[src/rtl/agb_pkg.sv]
/*
 Package for the gain and bias configuration bank: register word indices, field
 positions, reset values, EEPROM image addresses and transfer modes.
 Assumes a classic Wishbone slave with 32-bit data, one register a word.
*/
package agb_pkg;

    // --------------------------------------------------------------
    // Register indices and byte address width
    // --------------------------------------------------------------
    localparam logic [7:0] IDX_PROD_TEST   = 8'h0d;
    localparam logic [7:0] IDX_GAIN        = 8'h0e;
    localparam logic [7:0] IDX_BIAS_SWITCH = 8'h0f;
    localparam logic [7:0] IDX_BIAS_LEVELS = 8'h10;
    localparam logic [7:0] IDX_EE_CTRL     = 8'h20;
    localparam logic [7:0] IDX_EE_PORT     = 8'h21;
    localparam int         ADDR_W          = 10;

    // --------------------------------------------------------------
    // Field positions
    // --------------------------------------------------------------
    localparam int GAIN_PRE_LSB  = 2;
    localparam int GAIN_PRE_MSB  = 3;
    localparam int GAIN_ADC_LSB  = 0;
    localparam int GAIN_ADC_MSB  = 1;
    localparam int SW_LINK_A     = 5;
    localparam int SW_LINK_B     = 4;
    localparam int SW_NEG_LSB    = 0;
    localparam int SW_NEG_MSB    = 3;
    localparam int LVL_A_LSB     = 5;
    localparam int LVL_A_MSB     = 7;
    localparam int LVL_B_LSB     = 0;
    localparam int LVL_B_MSB     = 4;
    localparam logic [7:0] GAIN_MASK   = 8'h0f;
    localparam logic [7:0] SWITCH_MASK = 8'h3f;

    // Control register: mode [1:0], start [2], busy [4].
    localparam int CTL_MODE_LSB  = 0;
    localparam int CTL_MODE_MSB  = 1;
    localparam int CTL_START     = 2;
    localparam int CTL_BUSY      = 4;

    // --------------------------------------------------------------
    // Reset values
    // --------------------------------------------------------------
    localparam logic [7:0] RST_PROD_TEST = 8'h00;
    localparam logic [7:0] RST_GAIN      = 8'h00;
    localparam logic [7:0] RST_SWITCH    = 8'h00;
    localparam logic [7:0] RST_LEVELS    = 8'h00;

    // --------------------------------------------------------------
    // EEPROM image addresses and access modes
    // --------------------------------------------------------------
    localparam logic [10:0] EE_GAIN   = 11'h000;
    localparam logic [10:0] EE_SWITCH = 11'h001;
    localparam logic [10:0] EE_LEVELS = 11'h002;
    localparam int          IMG_COUNT = 3;

    typedef enum logic [1:0] {
        MODE_READ_BYTE  = 2'b00,
        MODE_WRITE_BYTE = 2'b01,
        MODE_LOAD       = 2'b10,
        MODE_STORE      = 2'b11
    } agb_mode_t;

endpackage

[src/rtl/agb_config_regs.sv]
/*
 Gain and bias configuration register bank with a Wishbone slave port,
 analog control outputs and an image load/store path to an EEPROM engine.
 Assumes an EEPROM engine outside that takes one byte request at a time.
*/
`timescale 1ns/1ps
module agb_config_regs
    import agb_pkg::*;
(
    input  wire logic               ref_clk,
    input  wire logic               srst,
    input  wire logic               wb_cyc_i,
    input  wire logic               wb_stb_i,
    input  wire logic               wb_we_i,
    input  wire logic [ADDR_W-1:0]  wb_adr_i,
    input  wire logic [31:0]        wb_dat_i,
    input  wire logic [3:0]         wb_sel_i,
    output logic [31:0]             wb_dat_o,
    output logic                    wb_ack_o,
    output logic [1:0]              inputGainStage,
    output logic [1:0]              adcPgaGain,
    output logic                    ampABiasLink,
    output logic                    ampBBiasLink,
    output logic [3:0]              negBiasLevel,
    output logic [2:0]              ampABiasLevel,
    output logic [4:0]              ampBBiasLevel,
    output logic                    eeReq,
    output logic                    eeWrite,
    output logic [10:0]             eeAddr,
    output logic [7:0]              eeWrData,
    input  wire logic               eeDone,
    input  wire logic [7:0]         eeRdData
);

    // ------------------------------------------------------------
    // Storage
    // ------------------------------------------------------------
    logic [7:0] prodTest;
    logic [7:0] gainReg;
    logic [7:0] switchReg;
    logic [7:0] levelReg;
    logic [1:0] modeReg;

    logic        seqBusy;
    logic        seqReq;
    logic        seqWrite;
    logic [10:0] seqAddr;
    logic [1:0]  slot;

    // ------------------------------------------------------------
    // Bus decode
    // ------------------------------------------------------------
    wire        busReq   = wb_cyc_i && wb_stb_i && !wb_ack_o;
    wire [7:0]  wordIdx  = wb_adr_i[ADDR_W-1:2];
    wire        wrLane0  = busReq && wb_we_i && wb_sel_i[0];
    wire [7:0]  wrByte   = wb_dat_i[7:0];
    wire        hitTest  = (wordIdx == IDX_PROD_TEST);
    wire        hitGain  = (wordIdx == IDX_GAIN);
    wire        hitSw    = (wordIdx == IDX_BIAS_SWITCH);
    wire        hitLvl   = (wordIdx == IDX_BIAS_LEVELS);
    wire        hitCtl   = (wordIdx == IDX_EE_CTRL);
    // Host writes to the image registers are held off during a load or a store, so
    // a transfer never mixes old and new settings.
    wire        hostWrOk = wrLane0 && !seqBusy;
    wire        startReq = wrLane0 && hitCtl && wrByte[CTL_START] && !seqBusy;
    wire        isStore  = (agb_mode_t'(wrByte[CTL_MODE_MSB:CTL_MODE_LSB])
                            == MODE_STORE);
    wire        isLoad   = (agb_mode_t'(wrByte[CTL_MODE_MSB:CTL_MODE_LSB])
                            == MODE_LOAD);
    wire        seqStart = startReq && (isStore || isLoad);
    wire        loadByte = seqBusy && !seqWrite && eeDone;

    wire [7:0]  ctlRead  = {3'h0, seqBusy, 2'h0, modeReg};
    wire [7:0]  rdByte   = hitTest ? prodTest :
                           hitGain ? (gainReg & GAIN_MASK) :
                           hitSw   ? (switchReg & SWITCH_MASK) :
                           hitLvl  ? levelReg :
                           hitCtl  ? ctlRead : 8'h00;
    wire [7:0]  imgByte  = (slot == 2'd0) ? gainReg :
                           (slot == 2'd1) ? switchReg : levelReg;

    // ------------------------------------------------------------
    // Image sequencer
    // ------------------------------------------------------------
    agb_image_seq u_seq (
        .ref_clk (ref_clk),
        .srst    (srst),
        .start   (seqStart),
        .isStore (isStore),
        .eeDone  (eeDone),
        .busy    (seqBusy),
        .eeReq   (seqReq),
        .eeWrite (seqWrite),
        .eeAddr  (seqAddr),
        .slot    (slot)
    );

    // ------------------------------------------------------------
    // Bus answer: registered ack one cycle after the request, every address acknowledged
    // ------------------------------------------------------------
    always_ff @(posedge ref_clk) begin
        if (srst) begin
            wb_ack_o <= 1'b0;
            wb_dat_o <= 32'h0;
        end else begin
            wb_ack_o <= busReq;
            wb_dat_o <= busReq ? {24'h0, rdByte} : 32'h0;
        end
    end

    // ------------------------------------------------------------
    // Registers
    // ------------------------------------------------------------
    // The production-test byte is kept as plain storage with no effect,
    // since software is forbidden to touch it.
    always_ff @(posedge ref_clk) begin
        if (srst) prodTest <= RST_PROD_TEST;
        else if (hostWrOk && hitTest) prodTest <= wrByte;
    end

    always_ff @(posedge ref_clk) begin
        if (srst) begin
            gainReg   <= RST_GAIN;
            switchReg <= RST_SWITCH;
            levelReg  <= RST_LEVELS;
            modeReg   <= 2'b00;
        end else begin
            if (loadByte && slot == 2'd0) gainReg <= eeRdData & GAIN_MASK;
            else if (hostWrOk && hitGain) gainReg <= wrByte & GAIN_MASK;
            if (loadByte && slot == 2'd1) switchReg <= eeRdData & SWITCH_MASK;
            else if (hostWrOk && hitSw) switchReg <= wrByte & SWITCH_MASK;
            if (loadByte && slot == 2'd2) levelReg <= eeRdData;
            else if (hostWrOk && hitLvl) levelReg <= wrByte;
            if (startReq) modeReg <= wrByte[CTL_MODE_MSB:CTL_MODE_LSB];
        end
    end

    // ------------------------------------------------------------
    // Analog controls and EEPROM request, all registered
    // ------------------------------------------------------------
    always_ff @(posedge ref_clk) begin
        if (srst) begin
            inputGainStage <= 2'b00;
            adcPgaGain     <= 2'b00;
            ampABiasLink   <= 1'b0;
            ampBBiasLink   <= 1'b0;
            negBiasLevel   <= 4'h0;
            ampABiasLevel  <= 3'h0;
            ampBBiasLevel  <= 5'h00;
            eeReq          <= 1'b0;
            eeWrite        <= 1'b0;
            eeAddr         <= 11'h000;
            eeWrData       <= 8'h00;
        end else begin
            inputGainStage <= gainReg[GAIN_PRE_MSB:GAIN_PRE_LSB];
            adcPgaGain     <= gainReg[GAIN_ADC_MSB:GAIN_ADC_LSB];
            ampABiasLink   <= switchReg[SW_LINK_A];
            ampBBiasLink   <= switchReg[SW_LINK_B];
            negBiasLevel   <= switchReg[SW_NEG_MSB:SW_NEG_LSB];
            ampABiasLevel  <= levelReg[LVL_A_MSB:LVL_A_LSB];
            ampBBiasLevel  <= levelReg[LVL_B_MSB:LVL_B_LSB];
            eeReq          <= seqReq;
            eeWrite        <= seqWrite;
            eeAddr         <= seqAddr;
            eeWrData       <= imgByte;
        end
    end

endmodule

[src/rtl/agb_image_seq.sv]
/*
 Image sequencer: walks the three image bytes in order for a load or a
 store, one byte request at a time, waiting for the EEPROM engine.
 Assumes an engine outside that answers each request with a done pulse.
*/
`timescale 1ns/1ps
module agb_image_seq
    import agb_pkg::*;
(
    input  wire logic        ref_clk,
    input  wire logic        srst,
    input  wire logic        start,
    input  wire logic        isStore,
    input  wire logic        eeDone,
    output logic             busy,
    output logic             eeReq,
    output logic             eeWrite,
    output logic [10:0]      eeAddr,
    output logic [1:0]       slot
);

    typedef enum logic [1:0] {
        ST_IDLE = 2'b00,
        ST_REQ  = 2'b01,
        ST_WAIT = 2'b10
    } agb_seq_t;

    agb_seq_t state;
    agb_seq_t next_state;
    logic     storeMode;
    logic     lastSlot;

    // ------------------------------------------------------------
    // Fixed slot to image byte mapping
    // ------------------------------------------------------------
    assign lastSlot = (slot == 2'(IMG_COUNT - 1));
    assign eeAddr   = (slot == 2'd0) ? EE_GAIN :
                      (slot == 2'd1) ? EE_SWITCH : EE_LEVELS;
    assign busy     = (state != ST_IDLE);
    assign eeReq    = (state == ST_REQ);
    assign eeWrite  = storeMode;

    always_comb begin
        next_state = state;
        unique case (state)
            ST_IDLE: if (start) next_state = ST_REQ;
            ST_REQ:  next_state = ST_WAIT;
            ST_WAIT: if (eeDone) next_state = lastSlot ? ST_IDLE : ST_REQ;
            default: next_state = ST_IDLE;
        endcase
    end

    always_ff @(posedge ref_clk) begin
        if (srst) begin
            state     <= ST_IDLE;
            slot      <= 2'd0;
            storeMode <= 1'b0;
        end else begin
            state <= next_state;
            if (state == ST_IDLE && start) begin
                slot      <= 2'd0;
                storeMode <= isStore;
            end else if (state == ST_WAIT && eeDone && !lastSlot) begin
                slot <= slot + 2'd1;
            end
        end
    end

endmodule

[config.mk]
export PLATFORM = sky130hd
export DESIGN_NAME = agb_config_regs
export DESIGN_NICKNAME = d
export VERILOG_FILES = /design/src/rtl/agb_pkg.sv /design/src/rtl/agb_config_regs.sv /design/src/rtl/agb_image_seq.sv
export SDC_FILE = /design/constraint.sdc
export NUM_CORES = 1
export LEC_CHECK = 0
export ABC_AREA = 0
export BUFFER_PORTS_ARGS = -buffer_cell sky130_fd_sc_hd__buf_2
export CAP_MARGIN = 20
export CORE_MARGIN = 8
export CORE_UTILIZATION = 50
export DETAILED_ROUTE_END_ITERATION = 12
export MAX_ROUTING_LAYER = met4
export PLACE_DENSITY = 0.81
export SYNTH_ARGS = -nofsm -noshare
export SYNTH_HDL_FRONTEND = slang
export SYNTH_HIERARCHICAL = 1
export SYNTH_SLANG_ARGS = --single-unit
export TNS_END_PERCENT = 50
[constraint.sdc]
create_clock -name ref_clk -period 2.4 [get_ports ref_clk]
set_input_delay 0.12 -clock ref_clk [delete_from_list [all_inputs] [get_ports ref_clk]]
set_output_delay 0.12 -clock ref_clk [all_outputs]
set_load 0.01 [all_outputs]
==> results of run 1 <==
[final cells by class]
class,instances,area (µm²)
fill,626,2910
multi-input combinational,266,1740
sequential,81,1620
timing repair buffer,91,488
clock buffer,10,138
tap,99,124
clock inverter,6,48.8
inverter,7,26.3
antenna,2,5.00
[what timing repair did]
item                       CTS  global route
setup buffers                0             1
resized for setup            0             1
setup endpoints to repair    0             1
[power by group]
| part | switching (µW) | internal [µW] | total, µW |
|---|---|---|---|
| sequential | 2.13 | 1350 | 1350 |
| combinational | 105 | 54.0 | 159 |
| clock | 520 | 414 | 935 |
[synth_stat cells (2+ instances only)]
library cell | number | share of area, %
nand2b_1 | 17 | 3.0
nor3_2 | 2 | 0.56
a32oi_1 | 3 | 0.73
nor4bb_1 | 2 | 0.56
mux2i_1 | 25 | 6.9
nor2b_1 | 35 | 6.1
a21oi_1 | 10 | 1.4
a22oi_1 | 3 | 0.63
inv_1 | 7 | 0.73
a311oi_1 | 3 | 0.73
nand3b_1 | 5 | 1.0
nand4_1 | 13 | 2.3
a22o_1 | 7 | 1.7
a31o_2 | 2 | 0.49
buf_2 | 4 | 0.56
and2_1 | 4 | 0.69
buf_4 | 33 | 6.9
nor2_1 | 37 | 3.9
or2_2 | 2 | 0.35
a31oi_1 | 8 | 1.4
and3_1 | 2 | 0.35
conb_1 | 2 | 0.21
o21ai_1 | 4 | 0.56
nand4bb_1 | 2 | 0.63
o21ai_0 | 4 | 0.56
dfxtp_1 | 81 | 45
clkbuf_1 | 17 | 1.8
nor4_4 | 2 | 1.2
nand2_1 | 7 | 0.73
a211oi_1 | 9 | 1.9
o21bai_1 | 6 | 1.3
ha_1 | 4 | 1.4
[worst min path at each step]
stage | cells past startpoint | start | slack, ns | end
2_1_floorplan | 1 | srst | 0.19 | u_seq/slot[1]$_SDFFE_PP0P_
3_3_place_gp | 3 | wb_dat_i[7] | 0.40 | prodTest[7]$_SDFFE_PP0P_
3_5_place_dp | 3 | wb_dat_i[7] | 0.41 | prodTest[7]$_SDFFE_PP0P_
4_1_cts | 3 | wb_dat_i[7] | 0.04 | prodTest[7]$_SDFFE_PP0P_
5_1_grt | 3 | wb_dat_i[6] | 0.05 | levelReg[6]$_SDFFE_PP0P_
6_report | 3 | wb_dat_i[7] | 0.05 | prodTest[7]$_SDFFE_PP0P_
[flip-flops by register name, summed over array words and instances, names as in the netlist]
signal,flops
eeAddr,11
adcPgaGain,2
ampBBiasLink,1
levelReg,8
inputGainStage,2
eeWrite,1
wb_ack_o,1
u_seq/slot,2
u_seq/state,2
wb_dat_o,8
switchReg,6
u_seq/eeWrite,1
prodTest,8
ampABiasLink,1
ampABiasLevel,3
negBiasLevel,4
gainReg,4
eeWrData,8
ampBBiasLevel,5
eeReq,1
modeReg,2
[through the flow]
step	hold WS [ns]	setup slack (ns)	std cells	power, µW	utilization, %
after global routing	0.0489	0.0394	562	2550	59.1
final	0.0482	0.149	562	2450	59.1
after floorplan	0.190	0.285	408	1510	-
after CTS	0.0362	0.0904	559	2460	58.9
after detailed placement	0.408	0.0850	543	1540	56.2
after global placement	0.401	0.189	543	1540	56.2
[kinds of logic (layout without fill, tap and decap cells)]
family | Yosys count | after routing
compound gates | 62 | 62
mux | 26 | 26
simple gates | 141 | 141
flops | 81 | 81
fa+ha+maj | 4 | 4
other cells | 2 | 35
buf+inv | 61 | 114
[metal layers]
layer  routed length [µm]  global-route usage, %  up-vias
li1                     -                      -     1407
met1                 3660                   19.7     1427
met2                 4420                   30.4      134
met3                  701                   5.73       15
met4                  190                   7.91        0
met5                    0                      -        -
[worst min-delay path: stages]
cell      delay, ns
buf_2          0.11
nand2b_1       0.06
mux2i_1        0.06
==> summary.txt, run 1 <==
CP endpoint kind -> flop
MaxCap Viol Count -> 0
Slew @ Worst Pin -> 0.821 ns
TritonCTS buffer count -> 9
Critical path origin -> u_seq/state[1]$_SDFFE_PP0P_
CP Class -> flop to flop
CP arrival -> 2.47 ns
XOR/XNOR Fraction of Synth Area -> 0%
Post-Syn Instances -> 377
Post-synthesis sequential area ratio -> 45.0%
Final GP Congestion -> 0.902
H-tree depth -> 3
Most frequent cells in the layout -> 81 x dfxtp_1, 78 x buf_2, 36 x nor2_1
Initial Utilization -> 50.7%
Num Clock Sinks -> 81
First-pass GRT wire length -> 14200 µm
Synth Area in Compound Gates -> 12.0%
Worst reg2reg path depth -> 8
DR pass1 iterations -> 5
RR Endpoint -> u_seq/eeWrite$_SDFFE_PP0P_
Die area -> 10200 µm²
Hold Vio Cnt, Final -> 0
CP max stage delay -> 0.34 ns
CP Launch Type -> flop
Post-Synth Adder-Cell Area -> 1.39%
Die Ht -> 101 µm
Mapped Area -> 3600 µm²
WL/cell -> 16.0 µm
Post-synth EDFFs -> 0
Vias in the first global route -> 2899
Placed cell area -> 3990 µm²
Longest Clk Path Bufs -> 2
# rows -> 31
Hold Crit Class -> input pin to flop
CP Depth -> 8
Status -> finished, final reports clean
Flop2flop setup slack -> 0.15 ns
Min cycle time layout -> 2.25 ns
PortBufs -> 78
Final setup viols -> 0
Final ANT Viol Nets -> 0
Period utilization -> 93.8%
Most frequent CP cell -> nor2_1
Finished Cell Area -> 4190 µm²
Power per cell area -> 584 nW/µm²
Asr flop ratio synth -> 0%
CP top delay family -> simple AND/OR/NAND/NOR gates
Simple-gate share of the synthesized area -> 24.2%
Crit Reg-Reg Startpoint -> u_seq/state[1]$_SDFFE_PP0P_
Largest family of logic cells by synthesized area -> simple AND/OR/NAND/NOR gates
Crit path to -> u_seq/eeWrite$_SDFFE_PP0P_
Worst path required time -> 2.62 ns
CTS tree -> done
Final nets -> 520
Commonest non-fill, non-tap cell in the layout -> dfxtp_1
Unrepaired setup endpoints after global routing -> no
Fraction of layout cells with a size suffix above 1 -> 26.5%
Synth cell types -> 47
Root Driver -> clkbuf_8
Largest net degree at the start of global routing -> 52
Post-Route WL -> 8970 µm
Slew headroom -> 45.3%
Hold buffers post-CTS -> 0
Worst skew pair latency -> 0.36 ns
Total Routing Usage GR -> 18.3%
P&R area growth vs syn -> 16.4%
IO Pins -> 132
1st-iter DRT viols -> 208
Critical path buffer and inverter count -> 0
Synth warn -> 6
Synthesized area per cell -> 9.55 µm²
Initial antenna violation count -> 2
Worst-path fanout max -> 4
Final HPWL DP -> 6540 µm
DR vias/cell -> 5.31
Synth Flop Type -> dfxtp_1
Final slew viol count -> 0
Max rail drop VDD -> 0.240 mV
Core Box Area -> 7100 µm²
Via Count -> 2983
Residual DRC -> 0
Slowest cell on the critical path -> or2_2
Setup TNS -> 0 ns
Grt ovf -> 0
Leakage -> 0.00176 µW
CTS clk-pin slew, worst paths -> 0.09 ns
Yosys reg bits -> 81
Critical path, cell by cell -> or2_2, nand3b_1, nor2_1, nand4_1, nor2_2, nor3b_2, mux2i_1, nor2_1
Chip width -> 101 µm
Mux cell area share after synthesis -> 7.26%
Max Clk Rate -> 444 MHz
Worst Skew -> 0.00972 ns
Note: power is estimated with default switching activity, not from simulation.
==> inputs of run 2 (changes only) <==
CORE_ASPECT_RATIO = 1.5   (was default)
CORE_UTILIZATION = 45   (was 50)
PLACE_DENSITY = 0.77   (was 0.81)
clock period = 2 ns   (was 2.4 ns; I/O delays follow)
==> run 2 against run 1 <==
  * Non-clock buffer count grew 9
  * Critical endpoint is now switchReg[3]$_SDFFE_PP0P_
  * Final cell count grew 2.3%
  * Count of clock-buffer cells in the layout shrank 1
  * Fmax grew 19%
  * Sequential power grew 20%
  * Highest routed layer unchanged
  * Global-route usage shrank 0.72 points
==> summary.txt, run 2 (same netlist as run 1, synthesis figures left out) <==
Status -> finished, final reports clean
Residual DRC -> 0 (unchanged)
Largest net degree at the start of global routing -> 35 (-33%)
Chip width -> 89.1 µm (-12%)
Worst-path fanout max -> 6 (+2)
CP endpoint kind -> flop
CP arrival -> 2.10 ns (-0.37 ns)
Final setup viols -> 0 (unchanged)
Num Clock Sinks -> 81 (unchanged)
Slew headroom -> 63.9% (+19 points)
DR pass1 iterations -> 4 (-1)
Hold buffers post-CTS -> 0 (unchanged)
Total Routing Usage GR -> 17.6% (-0.72 points)
Initial antenna violation count -> 0 (-2)
MaxCap Viol Count -> 0 (unchanged)
Worst path required time -> 2.20 ns (-0.42 ns)
CTS clk-pin slew, worst paths -> 0.06 ns (-0.03 ns)
Internal -> 2550 µW (+40%)
Leakage -> 0.00186 µW (+5.2%)
Core Box Area -> 7910 µm² (+11%)
Post-Route WL -> 9230 µm (+2.9%)
TritonCTS buffer count -> 9 (unchanged)
Unrepaired setup endpoints after global routing -> yes
Vias in the first global route -> 2958 (+2.0%)
Critical path, cell by cell -> or2_4, nand3b_1, buf_4, nor4_4, buf_4, mux2i_1, a211oi_1
Setup TNS -> 0 ns (unchanged)
Grt ovf -> 0 (unchanged)
First-pass GRT wire length -> 14800 µm (+4.2%)
Final ANT Viol Nets -> 0 (unchanged)
Clk pwr share -> 46.2% (+8.0 points)
Final slew viol count -> 0 (unchanged)
Slowest cell on the critical path -> dfxtp_4
Hold Crit Class -> input pin to flop
Sequential Power Share -> 48.0% (-7.3 points)
DR vias/cell -> 5.13 (-3.3%)
WL met2 -> 4980 µm (+13%)
Fin cells -> 575 (+2.3%)
Root Driver -> clkbuf_16
Hold Vio Cnt, Final -> 0 (unchanged)
CTS tree -> done
CP max stage delay -> 0.34 ns (about the same)
Final WS setup -> 0.102 ns (-0.0471 ns)
DR top layer -> met4
Max Clk Rate -> 527 MHz (+19%)
P&R area growth vs syn -> 21.5%
Initial Utilization -> 45.6% (-5.2 points)
Switching power -> 828 µW (+32%)
Via Count -> 2952 (-1.0%)
Longest Clk Path Bufs -> 2 (unchanged)
Most frequent CP cell -> buf_4
# rows -> 40 (+29%)
Post-CTS setup buffer count -> 0 (unchanged)
Min cycle time layout -> 1.90 ns (-0.353 ns)
Post-cts resize count -> 0 (unchanged)
Worst Skew -> 0.00555 ns (-0.00417 ns)
Fraction of layout cells with a size suffix above 1 -> 28.5% (+2.0 points)
Period utilization -> 94.9% (+1.1 points)
Slew @ Worst Pin -> 0.541 ns (-0.280 ns)
Flop2flop setup slack -> 0.10 ns (-0.05 ns)
H-tree depth -> 3 (unchanged)
Final nets -> 529 (+1.7%)
WL/cell -> 16.1 µm (+0.59%)
Placed Cells -> 559 (+2.9%)
Comb pwr share -> 5.8% (-0.7 points)
CP Class -> flop to flop
IO Pins -> 132 (unchanged)
CP Launch Type -> flop
Worst skew pair latency -> 0.34 ns (-0.02 ns)
Most frequent cells in the layout -> 79 x dfxtp_1, 78 x buf_2, 35 x nor2_1, 35 x nor2b_1, 33 x conb_1
Final GP Congestion -> 0.850 (-5.7%)
Number of flip-flops under the largest register name -> 11 (unchanged)
Min Hold Slack -> 0.0539 ns (+0.00571 ns)
Met1 wire length -> 3530 µm (-3.6%)
# diodes -> 0 (-2)
1st-iter DRT viols -> 135 (-35%)
Die area -> 11200 µm² (+9.9%)
Biggest register -> eeAddr
Power per cell area -> 772 nW/µm² (+32%)
Die Ht -> 126 µm (+24%)
Commonest non-fill, non-tap cell in the layout -> dfxtp_1
Sw Share -> 24.5% (-1.1 points)
PortBufs -> 78 (unchanged)
Max rail drop VDD -> 0.645 mV (+170%)
Final HPWL DP -> 7080 µm (+8.3%)
Pre-CTS WS -> 0.100 ns (+0.0152 ns)
WL met3 -> 437 µm (-38%)
## run 2: cell count changes in the layout (fill, tap and decap cells not counted), moves of 2 or more
cell,change
clkbuf_8,-10
buf_4,+9
clkbuf_16,+9
dfxtp_1,-2
diode_2,-2
## run 2: power groups by stage
stage / logic (µW) / registers, µW / clock network, µW
finish: 196 / 1620 / 1560
global route: 214 / 1620 / 1670
CTS: 192 / 1620 / 1600
detailed placement: 191 / 1660 / 0
global placement: 189 / 1660 / 0
floorplan: 148 / 1670 / 0
## run 2: per-layer routing
layer	vias to the layer above	global-route usage, %
li1	1426	-
met1	1392	18.1
met2	107	30.0
met3	27	3.61
met4	0	9.35
met5	-	-
## run 2: worst paths after layout
check                                                 start                         to  cells after the start
worst max register to register  u_seq/state[1]$_SDFFE_PP0P_  switchReg[3]$_SDFFE_PP0P_                      7
worst max-delay path            u_seq/state[1]$_SDFFE_PP0P_  switchReg[3]$_SDFFE_PP0P_                      7
worst min register to register     prodTest[5]$_SDFFE_PP0P_   prodTest[5]$_SDFFE_PP0P_                      2
worst min-delay path                            wb_dat_i[7]   prodTest[7]$_SDFFE_PP0P_                      3
## run 2: metrics by stage
step | cell area [µm²] | utilization [%] | power [µW]
3_5_place_dp | 4090 | 51.7 | 1850
2_1_floorplan | 3730 | - | 1820
5_1_grt | 4380 | 55.3 | 3500
4_1_cts | 4370 | 55.3 | 3410
3_3_place_gp | 4090 | 51.7 | 1850
6_report | 4380 | 55.3 | 3380
## run 2: critical path, delay by kind of cell, from the launching register on
kind / cells / cell delay [ns]
buffers and inverters: 2 / 0.41
DFF: 1 / 0.34
AOI/OAI and AO/OA: 1 / 0.10
muxes: 1 / 0.24
and+or+nand+nor: 3 / 0.67
## run 2: cell type report
| type | count | area (µm²) |
|---|---|---|
| fillers | 743 | 3530 |
| multi-input cells | 266 | 1750 |
| flip-flops and latches | 81 | 1630 |
| repair buffers | 100 | 556 |
| clock buffers | 9 | 225 |
| well taps | 105 | 131 |
| clock inverters | 7 | 58.8 |
| inverters | 7 | 26.3 |
==> inputs of run 3 (changes only) <==
CORE_ASPECT_RATIO = default   (was 1.5)
==> run 3 against run 2 <==
  * Non-clock buffer count grew 2
  * Critical path depth grew 1
  * Combinational power is essentially flat
  * First-iteration DRC count grew 19%
==> summary.txt, run 3 (same netlist as run 1, synthesis figures left out) <==
Commonest non-fill, non-tap cell in the layout -> dfxtp_1
Residual DRC -> 0 (unchanged)
Critical path, cell by cell -> or2_4, nand3b_1, nor2_2, nand4_1, nor2_2, nor3b_4, mux2i_1, nor2_1
Slowest cell on the critical path -> dfxtp_4
Period utilization -> 94.9% (about the same)
Root Driver -> clkbuf_8
Min cycle time layout -> 1.90 ns (-0.0000120 ns)
Final slew viol count -> 0 (unchanged)
Max Clk Rate -> 527 MHz (about the same)
# diodes -> 0 (unchanged)
Critical path buffer and inverter count -> 0 (-2)
Unrepaired setup endpoints after global routing -> yes
Most frequent cells in the layout -> 79 x dfxtp_1, 78 x buf_2, 35 x nor2_1, 35 x nor2b_1, 33 x conb_1
CTS clk-pin slew, worst paths -> 0.09 ns (+0.03 ns)
Fraction of layout cells with a size suffix above 1 -> 29.0% (+0.51 points)
Final GP Congestion -> 0.892 (+4.9%)
Final setup viols -> 0 (unchanged)
Vias in the first global route -> 2984 (+0.88%)
CP arrival -> 2.13 ns (+0.03 ns)
Clk pwr share -> 39.9% (-6.3 points)
Pre-CTS WS -> 0.0235 ns (-0.0767 ns)
1st-iter DRT viols -> 161 (+19%)
Internal -> 2280 µW (-11%)
CTS tree -> done
PortBufs -> 78 (unchanged)
Worst path required time -> 2.23 ns (+0.03 ns)
Post-Route WL -> 9170 µm (-0.68%)
Final HPWL DP -> 7010 µm (-0.92%)
DR vias/cell -> 5.21 (+1.5%)
Slew headroom -> 65.7% (+1.8 points)
Sequential Power Share -> 53.5% (+5.5 points)
Die Ht -> 105 µm (-16%)
Grt met2 use -> 28.2% (-1.8 points)
Final WS setup -> 0.102 ns (+0.0000120 ns)
CP top delay family -> simple AND/OR/NAND/NOR gates
CP max stage delay -> 0.34 ns (about the same)
Hold Vio Cnt, Final -> 0 (unchanged)
First-pass GRT wire length -> 14500 µm (-2.0%)
Leakage -> 0.00183 µW (-1.4%)
Final nets -> 531 (+0.38%)
Power per cell area -> 704 nW/µm² (-8.9%)
CP Launch Type -> flop
WL/cell -> 16.0 µm (-0.51%)
Max rail drop VDD -> 0.317 mV (-51%)
Min Hold Slack -> 0.0368 ns (-0.0170 ns)
CP endpoint kind -> flop
Longest Clk Path Bufs -> 2 (unchanged)
Sw Share -> 24.9% (+0.42 points)
Num Clock Sinks -> 81 (unchanged)
Die area -> 11100 µm² (-0.53%)
Hold Crit Class -> input pin to flop
P&R area growth vs syn -> 19.7%
MaxCap Viol Count -> 0 (unchanged)
Met3 usage -> 4.99% (+1.4 points)
Initial Utilization -> 46.6% (+1.1 points)
Number of flip-flops under the largest register name -> 11 (unchanged)
Worst Skew -> 0.00847 ns (+0.00292 ns)
Worst skew pair latency -> 0.35 ns (about the same)
Total Routing Usage GR -> 16.7% (-0.93 points)
Status -> finished, final reports clean
Final ANT Viol Nets -> 0 (unchanged)
CP Class -> flop to flop
H-tree depth -> 3 (unchanged)
IO Pins -> 132 (unchanged)
Hold buffers post-CTS -> 0 (unchanged)
Largest net degree at the start of global routing -> 34 (-2.9%)
Via Count -> 2992 (+1.4%)
Grt ovf -> 0 (unchanged)
DR pass1 iterations -> 4 (unchanged)
Biggest register -> eeAddr
# rows -> 32 (-20%)
Switching power -> 756 µW (-8.7%)
Core Box Area -> 7730 µm² (-2.3%)
Comb pwr share -> 6.6% (+0.8 points)
Initial antenna violation count -> 0 (unchanged)
Worst-path fanout max -> 3 (-3)
TritonCTS buffer count -> 9 (unchanged)
Grt peak-use layer -> met2
Slew @ Worst Pin -> 0.514 ns (-0.0275 ns)
Most frequent CP cell -> nor2_2
Met1 Usage GRT -> 18.3% (+0.15 points)
Chip width -> 105 µm (+18%)
[run 3: changes by cell type in the layout (fill, tap and decap cells not counted), sizes merged]
| cell | previous run | this run |
|---|---|---|
| bufinv | 0 | 1 |
| inv | 12 | 9 |
| buf | 100 | 102 |
| clkinv | 0 | 1 |
| clkinvlp | 2 | 3 |
[run 3: worst paths after layout]
check | startpoint | endpoint | slack, ns | depth (start not counted)
hold reg to reg | modeReg[1]$_SDFFE_PP0P_ | modeReg[1]$_SDFFE_PP0P_ | 0.49 | 2
setup reg to reg | u_seq/state[1]$_SDFFE_PP0P_ | u_seq/eeWrite$_SDFFE_PP0P_ | 0.10 | 8
setup / recovery | u_seq/state[1]$_SDFFE_PP0P_ | u_seq/eeWrite$_SDFFE_PP0P_ | 0.10 | 8
hold / removal | wb_dat_i[6] | prodTest[6]$_SDFFE_PP0P_ | 0.04 | 3
[run 3: power by group through the flow]
stage,Clock [µW],Combinational [µW],Sequential (µW)
floorplan,0,148,1670
global placement,0,190,1660
detailed placement,0,193,1660
CTS,1230,194,1620
global route,1300,217,1620
finish,1210,199,1620
[run 3: worst register-to-register path: cells and delay by family, from the launching register on]
kind	cells	cell delay, ns
and+or+nand+nor	7	1.23
DFF	1	0.34
muxes	1	0.22
[run 3: per-layer routing]
layer | part of all wire, % | wire length, µm | up-vias
li1 | - | - | 1431
met5 | 0 | 0 | -
met2 | 51 | 4660 | 130
met4 | 1.7 | 153 | 0
met1 | 40 | 3690 | 1417
met3 | 7.3 | 672 | 14
[run 3: metrics by stage]
stage | power, µW | instances | TNS [ns] | area, µm² | utilization, %
after CTS | 3040 | 571 | 0 | 4280 | 55.4
final | 3030 | 574 | 0 | 4310 | 55.8
after global routing | 3140 | 574 | -0.0551 | 4310 | 55.8
after detailed placement | 1850 | 555 | 0 | 4080 | 52.8
after floorplan | 1820 | 408 | -0.0271 | 3730 | -
after global placement | 1850 | 555 | 0 | 4080 | 52.8
[run 3: layout make-up]
type | instances | area, µm²
clock buffers | 9 | 124
clock inverters | 7 | 78.8
fillers | 698 | 3420
inverters | 7 | 26.3
multi-input cells | 266 | 1760
flip-flops and latches | 81 | 1630
well taps | 102 | 128
repair buffers | 102 | 571
[run 3: repair_timing]
action | 4_1_cts | 5_1_grt
endpoints found under the setup margin | 0 | 3
resized for setup | 0 | 2
setup buffers | 0 | 3
